## config.mk

```make
export PLATFORM = sky130hd
export DESIGN_NAME = hw_triggered_frame_sequencer
export DESIGN_NICKNAME = d
export VERILOG_FILES = /design/src/frame_seq_pkg.sv /design/src/hw_triggered_frame_sequencer.sv
export SDC_FILE = /design/constraint.sdc
export NUM_CORES = 1
export LEC_CHECK = 0
export BUFFER_PORTS_ARGS = -buffer_cell sky130_fd_sc_hd__buf_2
export CORE_MARGIN = 2
export CORE_UTILIZATION = 58
export DETAILED_ROUTE_END_ITERATION = 12
export PLACE_DENSITY = 0.81
export SLEW_MARGIN = 5
export SYNTH_ARGS = -nofsm -noshare
export SYNTH_HDL_FRONTEND = slang
export SYNTH_SLANG_ARGS = --single-unit
```

## constraint.sdc

```tcl
create_clock -name core_clk -period 3.9 [get_ports core_clk]
set_clock_uncertainty 0.15 [all_clocks]
set_input_delay 0 -clock core_clk [delete_from_list [all_inputs] [get_ports core_clk]]
set_output_delay 0 -clock core_clk [all_outputs]
set_load 0.01 [all_outputs]
```

## src/frame_seq_pkg.sv

```systemverilog
// shared constants and trigger edge detector for the frame sequencer
`timescale 1ns/10ps
package frame_seq_pkg;
    localparam int          TAG_W     = 8;
    localparam logic [7:0]  TAG_RESET = 8'h00;
    localparam logic [7:0]  TAG_STEP  = 8'h01;
    localparam logic        LVL_IDLE  = 1'b0;
    localparam logic        LVL_ACTIVE = 1'b1;
    typedef enum logic {ACQ_IDLE, ACQ_RUN} acq_state_t;
endpackage

module trig_edge (
    // clock and reset
    input  wire logic core_clk,
    input  wire logic reset,
    // raw trigger level and detected rising edge
    input  wire logic trig_level,
    output logic      trig_rise
);
    import frame_seq_pkg::*;

    logic sync_a;
    logic sync_b;
    logic sync_prev;

    // first stage feeds only the second stage
    always_ff @(posedge core_clk) begin
        if (reset) begin
            sync_a    <= LVL_IDLE;
            sync_b    <= LVL_IDLE;
            sync_prev <= LVL_IDLE;
        end else begin
            sync_a    <= trig_level;
            sync_b    <= sync_a;
            sync_prev <= sync_b;
        end
    end

    // a held trigger level counts once
    assign trig_rise = sync_b & ~sync_prev;
endmodule // trig_edge

```

## src/hw_triggered_frame_sequencer.sv

```systemverilog
// sequencer for externally triggered capture and host transfer of depth images
// Behaviour
// with software trigger set, no capture starts without a trigger event
// with hardware and software trigger set, wait on the external trigger only
// an external trigger starts acquisition without any host command
// transfer starts only on a host request; completion marks the image available
// trigger output stays active throughout acquisition and readout
// trigger output falls exactly when acquisition and readout finish
// a trigger starts a new capture only after the previous readout finished
// external pacer may watch trigger output before issuing another trigger
// unrequested image is discarded when the next image completes
// image completing while a transfer runs is discarded
// trigger input is synchronised and taken once on its rising edge
`timescale 1ns/10ps
module hw_triggered_frame_sequencer #(
    parameter int TAG_WIDTH = frame_seq_pkg::TAG_W
) (
    // clock and reset
    input  wire logic                 core_clk,
    input  wire logic                 reset,
    // mode settings
    input  wire logic                 sw_trigger_en,
    input  wire logic                 hw_trigger_en,
    // external trigger pins
    input  wire logic                 trig_in,
    output logic                      trig_out,
    // sensor control
    output logic                      acq_start,
    input  wire logic                 readout_done,
    // host transfer path
    input  wire logic                 xfer_req,
    output logic                      xfer_start,
    output logic [TAG_WIDTH-1:0]      xfer_tag,
    input  wire logic                 xfer_done,
    output logic                      xfer_busy,
    output logic                      xfer_complete,
    // dropped frame reports
    output logic                      drop_stale,
    output logic                      drop_busy
);
    import frame_seq_pkg::*;

    // capture side
    acq_state_t             acq_state;
    logic                   run_active;
    logic                   trig_rise;
    logic                   modes_armed;
    logic                   take_trig;
    logic                   img_done;
    logic [TAG_WIDTH-1:0]   frame_tag;
    // image slot and transfer side
    logic                   pending;
    logic [TAG_WIDTH-1:0]   pending_tag;
    logic                   req_wait;
    logic                   start_now;
    logic                   slot_load;
    logic                   lose_busy;
    logic                   lose_stale;
    logic [TAG_WIDTH-1:0]   send_tag;

    // the synchroniser costs two cycles of trigger latency
    trig_edge u_trig_edge (
        .core_clk   (core_clk),
        .reset      (reset),
        .trig_level (trig_in),
        .trig_rise  (trig_rise)
    );

    assign run_active = (acq_state == ACQ_RUN);

    // host commands never start a capture; both settings must be on
    assign modes_armed = sw_trigger_en & hw_trigger_en;

    // only an idle sequencer takes an edge, so triggers in a run are lost
    assign take_trig = ~run_active & modes_armed & trig_rise;

    // readout_done outside a capture is meaningless and ignored
    assign img_done = run_active & readout_done;

    // the host request may come before or after the image is ready
    assign start_now = ~xfer_busy & (xfer_req | req_wait) & (pending | img_done);

    // one slot only: a finished image either leaves, waits or is lost
    assign lose_busy  = img_done & xfer_busy;
    assign slot_load  = img_done & ~xfer_busy & ~start_now;
    assign lose_stale = slot_load & pending;

    // the older image always leaves first
    always_comb begin
        send_tag = frame_tag;
        if (pending) begin
            send_tag = pending_tag;
        end
    end

    // capture sequencing
    always_ff @(posedge core_clk) begin
        if (reset) begin
            acq_state <= ACQ_IDLE;
        end else begin
            unique case (acq_state)
                ACQ_IDLE: begin
                    if (take_trig) begin
                        acq_state <= ACQ_RUN;
                    end
                end
                ACQ_RUN: begin
                    // triggers during the run are ignored, not queued
                    if (readout_done) begin
                        acq_state <= ACQ_IDLE;
                    end
                end
            endcase
        end
    end

    // sensor start pulse
    always_ff @(posedge core_clk) begin
        if (reset) begin
            acq_start <= LVL_IDLE;
        end else begin
            acq_start <= take_trig;
        end
    end

    // level follows the state, so the fall lands on the readout end itself
    assign trig_out = run_active;

    // frame numbering
    always_ff @(posedge core_clk) begin
        if (reset) begin
            frame_tag <= TAG_WIDTH'(TAG_RESET);
        end else if (acq_start) begin
            frame_tag <= frame_tag + TAG_WIDTH'(TAG_STEP);
        end
    end

    // single image slot between readout and transfer
    always_ff @(posedge core_clk) begin
        if (reset) begin
            pending <= LVL_IDLE;
        end else if (start_now) begin
            // an image arriving with the transfer start takes the freed slot
            pending <= pending & img_done;
        end else if (slot_load) begin
            pending <= LVL_ACTIVE;
        end
    end

    // frame number of the image in the slot
    always_ff @(posedge core_clk) begin
        if (reset) begin
            pending_tag <= TAG_WIDTH'(TAG_RESET);
        end else if (start_now || slot_load) begin
            pending_tag <= frame_tag;
        end
    end

    // unrequested older image overwritten
    always_ff @(posedge core_clk) begin
        if (reset) begin
            drop_stale <= LVL_IDLE;
        end else begin
            drop_stale <= lose_stale;
        end
    end

    // new image lost behind a running transfer
    always_ff @(posedge core_clk) begin
        if (reset) begin
            drop_busy <= LVL_IDLE;
        end else begin
            drop_busy <= lose_busy;
        end
    end

    // host request waiting for an image
    always_ff @(posedge core_clk) begin
        if (reset) begin
            req_wait <= LVL_IDLE;
        end else if (start_now) begin
            req_wait <= LVL_IDLE;
        end else if (xfer_req && !xfer_busy) begin
            req_wait <= LVL_ACTIVE;
        end
    end

    // transfer in progress; a stray xfer_done while idle changes nothing
    always_ff @(posedge core_clk) begin
        if (reset) begin
            xfer_busy <= LVL_IDLE;
        end else if (start_now) begin
            xfer_busy <= LVL_ACTIVE;
        end else if (xfer_done) begin
            xfer_busy <= LVL_IDLE;
        end
    end

    // transfer start pulse
    always_ff @(posedge core_clk) begin
        if (reset) begin
            xfer_start <= LVL_IDLE;
        end else begin
            xfer_start <= start_now;
        end
    end

    // request completion pulse
    always_ff @(posedge core_clk) begin
        if (reset) begin
            xfer_complete <= LVL_IDLE;
        end else begin
            xfer_complete <= xfer_busy & xfer_done;
        end
    end

    // frame number of the image on its way to the host
    always_ff @(posedge core_clk) begin
        if (reset) begin
            xfer_tag <= TAG_WIDTH'(TAG_RESET);
        end else if (start_now) begin
            xfer_tag <= send_tag;
        end
    end
endmodule // hw_triggered_frame_sequencer

```

==> flow_summary.toml, run 1 <==
[synthesis]
synth_edf_count = 0
synth.most_common_cell = "dfxtp_1"
mappedNetlistNets = 159
synthArstFlopShare = 0
synth.top_cells.by_area = "dfxtp_1 47%, mux2i_1 11%, a211oi_2 6.5%"
synthSimpleGateAreaFrac = 0.195
synthMuxAreaShare = 0.111
syn_area_sq_mm = 0.00153
synth-xor-area-share = 0.0229
synthDistinctLibCells = 31
yosys.area.top_type = "dfxtp_1"
synth_top_cell_area_share = 0.471
syn_inst = 150
ys_warn_count = 0
seq_area_frac_synth = 0.471
synth_common_cells = "36 x dfxtp_1, 17 x mux2i_1, 16 x nand2b_1"
ys_ff_latch = 36
synthAdderAreaFrac = 0.00818
synth_compound_area_frac = 0.154
syn_area_per_cell_sq_um = 10.2
synth_top_family_by_area = "simple AND/OR/NAND/NOR gates"
synthFlopType = "dfxtp_1"

[sta]
fin_crit_sh = 0.475
slew_headroom = 0.519
hold_violations = 0
worst_pin_slew_ns = 0.721
setup_violations = 0
hold_slack_ns = 0.0423
drv_slew = 0
setup_tns_ns = 0
rsz0062_at_grt = "false"
finalCriticalPeriod_ns = 1.85
fmax_mhz = 540
setup_ws_ns = 2.05

[setup_path]
cp.depth = 3
required_ns = 4.02
slowest_stage = "dfxtp_1"
cpPeakStageDelay_ns = 0.67
cp-end-kind = "flop"
path_class = "flop to flop"
crit_path_start_kind = "flop"
worstPathCellList = "o21ai_0 -> a21oi_1 -> mux2i_1"
reg2reg_depth = 3
cp_top_family = "compound AO/OA/AOI/OAI gates"
critPathBufInv = 0
critPathMaxFanout = 13
cp.arrival_ns = 1.97

[grt]
track_usage = 0.202
grt_max_degree = 44
grt_pass1_wl_um = 4800
antenna_found_initial = 0
grt_overflow = 0
grt_pass1_vias = 1082

[power]
power_frac_seq = 0.539
ir_worst_vdd_mv = 0.307
p_leak_nw = 0.676
pwr-share-clk = 0.420
switchingPower_uw = 138
pwr-share-comb = 0.041
p_int_uw = 554
power_uw = 692
p_sw_frac = 0.199
powerDensity_mw_per_mm2 = 389

[detailed_routing]
dr.pass1.iters = 5
wirelength_um = 2930
post_drt_wl_per_cell_um = 14.1
drt_first_iter_violations = 23
avgViaCountPerCell = 5.56
drcViolationCount = 0
vias = 1150
ant_nets = 0

[die]
dieArea_sq_mm = 0.00307
initial_core_util = 0.612
die_h_um = 55.4
core_area_sq_mm = 0.00250
ioPinCount = 23
floorplan.rows = 18
die_w_um = 55.4

[clocking]
clock-sinks = 36
clk_pin_slew_ns = 0.11
tritoncts = "yes"
clockBufferDepth = 2
htreeDepth = 2
root_buffer = "clkbuf_4"
clock_latency_ns = 0.34
post-cts-setup-buffer-count = 0
cts_buffers = 5

[hold_path]
min_path_cells = 2
hp-class = "primary input to flop"

[final_layout]
fin_cells = 207
layout.nets = 185
stdcell_area_sq_mm = 0.00178
num_antenna_cells = 0
fillers = 185
final_util = 0.711
syn_to_final_growth_pct = 16.2
drive_above_1_share = 0.243

[placement]
dp.cells = 193
post-place-ws_ns = 2.04
dp_hpwl_um = 2000
post_dp_cell_area_sq_mm = 0.00162
numPortBuffers = 22
place_congestion = 0.837

[outcome]
outcome = "completed"

[job]
cap_violations = 0
-- placed cells by master (no fill, tap or decap), drive strengths merged, types with 4 or more instances in the layout --
| cell type | Yosys | routed |
|---|---|---|
| dfxtp | 36 | 36 |
| buf | 8 | 22 |
| mux2i | 17 | 17 |
| nand2b | 16 | 16 |
| a21oi | 15 | 15 |
| a211oi | 8 | 8 |
| nor2 | 8 | 8 |
| clkbuf | 1 | 7 |
| dlygate4sd3 | 0 | 6 |
| o21ai | 5 | 5 |
| nand4 | 4 | 4 |
| nand2 | 4 | 4 |
-- registers in the layout (all words and copies together), names as in the netlist --
signal	cells
xfer_tag	8
u_trig_edge.sync_prev	1
u_trig_edge.sync_b	1
drop_stale	1
u_trig_edge.sync_a	1
drop_busy	1
xfer_complete	1
req_wait	1
frame_tag	8
pending_tag	8
acq_start	1
xfer_busy	1
trig_out	1
xfer_start	1
pending	1
-- layout make-up --
type | instances | area [sq um] | share of cell area
timing repair buffer | 28 | 170 | 0.0957
clock inverter | 1 | 30.0 | 0.0169
sequential | 36 | 721 | 0.405
multi-input combinational | 104 | 751 | 0.422
tap | 30 | 37.5 | 0.0211
inverter | 1 | 3.75 | 0.00211
clock buffer | 7 | 65.1 | 0.0366
-- routing by layer --
layer	part of all wire	global-route usage	up-vias	wire, um
li1	-	-	577	-
met1	0.44	0.251	540	1300
met2	0.49	0.310	29	1440
met3	0.046	0.0749	4	136
met4	0.015	0.0941	0	44
met5	0	0	-	0
-- path summary, 6_finish.rpt --
path                                      start  slack (ns)                             to
setup reg to reg           pending$_SDFFE_PP0P_        2.05    pending_tag[1]$_SDFFE_PP0P_
setup / recovery           pending$_SDFFE_PP0P_        2.05    pending_tag[1]$_SDFFE_PP0P_
hold reg to reg   u_trig_edge.sync_a$_SDFF_PP0_        0.31  u_trig_edge.sync_b$_SDFF_PP0_
hold / removal                            reset        0.04      frame_tag[2]$_SDFFE_PP0P_
-- power groups by stage --
stage	Sequential, mW	Clock (mW)	Combinational (mW)
CTS	0.373	0.298	0.0282
finish	0.373	0.291	0.0282
global route	0.374	0.317	0.0305
floorplan	0.381	0	0.0186
detailed placement	0.381	0	0.0242
global placement	0.381	0	0.0234
-- what timing repair did --
action	in CTS	in global routing
hold buffers	6	0
gates resized for setup	0	0
endpoints found under the hold margin	9	0
-- cells by family (layout without fill, tap and decap cells) --
logic type | count (synthesis) | in the layout
compound gates | 32 | 32
xor+xnor | 4 | 4
fa+ha+maj | 1 | 1
buf+inv | 10 | 37
flops | 36 | 36
mux | 17 | 17
simple gates | 50 | 50
Power figures use the tool's default switching activity.
==> run 2, diff against run 1 <==
--- a/config.mk
+++ b/config.mk
@@ -7,9 +7,9 @@
 export LEC_CHECK = 0
 export BUFFER_PORTS_ARGS = -buffer_cell sky130_fd_sc_hd__buf_2
 export CORE_MARGIN = 2
-export CORE_UTILIZATION = 58
+export CORE_UTILIZATION = 49
 export DETAILED_ROUTE_END_ITERATION = 12
-export PLACE_DENSITY = 0.81
+export PLACE_DENSITY = 0.73
 export SLEW_MARGIN = 5
 export SYNTH_ARGS = -nofsm -noshare
 export SYNTH_HDL_FRONTEND = slang
==> constraint.sdc (replaced) <==
create_clock -name core_clk -period 1.6 [get_ports core_clk]
set_clock_uncertainty 0.15 [all_clocks]
set_input_delay 0 -clock core_clk [delete_from_list [all_inputs] [get_ports core_clk]]
set_output_delay 0 -clock core_clk [all_outputs]
set_load 0.01 [all_outputs]
==> flow_summary.toml, run 2 (same netlist as run 1, synthesis figures left out) <==
[outcome]
outcome = "completed"

[power]
powerDensity_mw_per_mm2 = 820
ir_worst_vdd_mv = 0.540
p_leak_nw = 0.695

[sta]
hold_violations = 0
fmax_mhz = 703
fin_crit_sh = 0.888
setup_ws_ns = 0.178
drv_slew = 0
worst_pin_slew_ns = 0.332
finalCriticalPeriod_ns = 1.42
setup_violations = 0
rsz0062_at_grt = "false"
slew_headroom = 0.778
setup_tns_ns = 0

[grt]
grt_overflow = 0
grt_pass1_wl_um = 4960
track_usage = 0.186
grt_max_degree = 28
antenna_found_initial = 0
grt_pass1_vias = 1161

[placement]
dp_hpwl_um = 1990
numPortBuffers = 22
post-place-ws_ns = 0.200
place_congestion = 0.737

[final_layout]
drive_above_1_share = 0.259
syn_to_final_growth_pct = 18.2
layout_common_cells = "36 x dfxtp_1, 22 x buf_2, 17 x mux2i_1"
top_regs = "frame_tag (8), pending_tag (8), xfer_tag (8)"
layout_commonest_cell = "dfxtp_1"
layout.nets = 193
num_antenna_cells = 0

[die]
die_w_um = 59.9
die_h_um = 59.9
initial_core_util = 0.510
ioPinCount = 23
dieArea_sq_mm = 0.00359
core_area_sq_mm = 0.00300
floorplan.rows = 20

[clocking]
clock-sinks = 36
htreeDepth = 2
tritoncts = "yes"
postCtsResizedCells = 0
post-cts-setup-buffer-count = 0
holdBufCountCts = 7
clk_pin_slew_ns = 0.10
root_buffer = "clkbuf_4"
clockBufferDepth = 2
clock_latency_ns = 0.32
cts_buffers = 5

[detailed_routing]
ant_nets = 0
avgViaCountPerCell = 5.32
drcViolationCount = 0
post_drt_wl_per_cell_um = 13.2
vias = 1159
drt_first_iter_violations = 33
dr.pass1.iters = 4
wirelength_um = 2880

[setup_path]
path_class = "flop to flop"
worstPathCellList = "ha_1 -> nand2_1 -> or3_1 -> a21oi_1"
required_ns = 1.71
slowest_stage = "dfxtp_1"
cp-end-kind = "flop"
cp.arrival_ns = 1.53
crit_path_start_kind = "flop"
cp_top_family = "flip-flops"
critPathMaxFanout = 7
cpPeakStageDelay_ns = 0.45
critPathBufInv = 0

[hold_path]
hp-class = "primary input to flop"

[job]
cap_violations = 0
run 2: changes by cell type in the layout (fill, tap and decap cells not counted), sizes merged:
| cell | delta |
|---|---|
| buf | +7 |
| bufinv | -1 |
| clkbuf | +1 |
| dlygate4sd3 | +1 |
run 2: worst min-delay path, stage by stage:
cell           delay [ns]
dlygate4sd3_1        0.52
buf_2                0.09
nor2b_1              0.10
run 2: area by class of cell:
class	instances	area, sq um
Clock buffer	8	58.8
Inverter	1	3.75
Multi-Input combinational cell	104	751
Sequential cell	36	721
Tap cell	33	41.3
Fill cell	259	1190
Timing Repair Buffer	36	233
run 2: metrics by stage:
step	util	total power, mW	instances	cell area [sq um]	hold WS (ns)
2_1_floorplan	-	0.975	150	1530	-0.0705
3_3_place_gp	0.559	0.994	203	1680	0.0468
3_5_place_dp	0.559	0.996	203	1680	0.0544
4_1_cts	0.602	1.50	218	1810	0.229
5_1_grt	0.602	1.56	218	1810	0.261
6_report	0.602	1.48	218	1810	0.271
run 2: worst paths after layout:
| check | slack [ns] | to | cells past startpoint | start |
|---|---|---|---|---|
| hold / removal | 0.27 | u_trig_edge.sync_a$_SDFF_PP0_ | 3 | trig_in |
| setup reg to reg | 0.18 | frame_tag[6]$_SDFFE_PP0P_ | 4 | frame_tag[1]$_SDFFE_PP0P_ |
| hold reg to reg | 0.30 | u_trig_edge.sync_b$_SDFF_PP0_ | 1 | u_trig_edge.sync_a$_SDFF_PP0_ |
| setup / recovery | 0.18 | frame_tag[6]$_SDFFE_PP0P_ | 4 | frame_tag[1]$_SDFFE_PP0P_ |
run 2: layer usage:
metal  up-vias  track usage  share of wire
met5         -            0              0
met4         0       0.0571         0.0045
met3         2       0.0584          0.035
met2        19        0.314           0.50
met1       548        0.224           0.46
li1        590            -              -
run 2: report_power, final:
part           internal, mW  switching [mW]  total [mW]
clock                 0.217           0.276       0.493
sequential            0.903         0.00529       0.909
combinational        0.0417          0.0390      0.0807
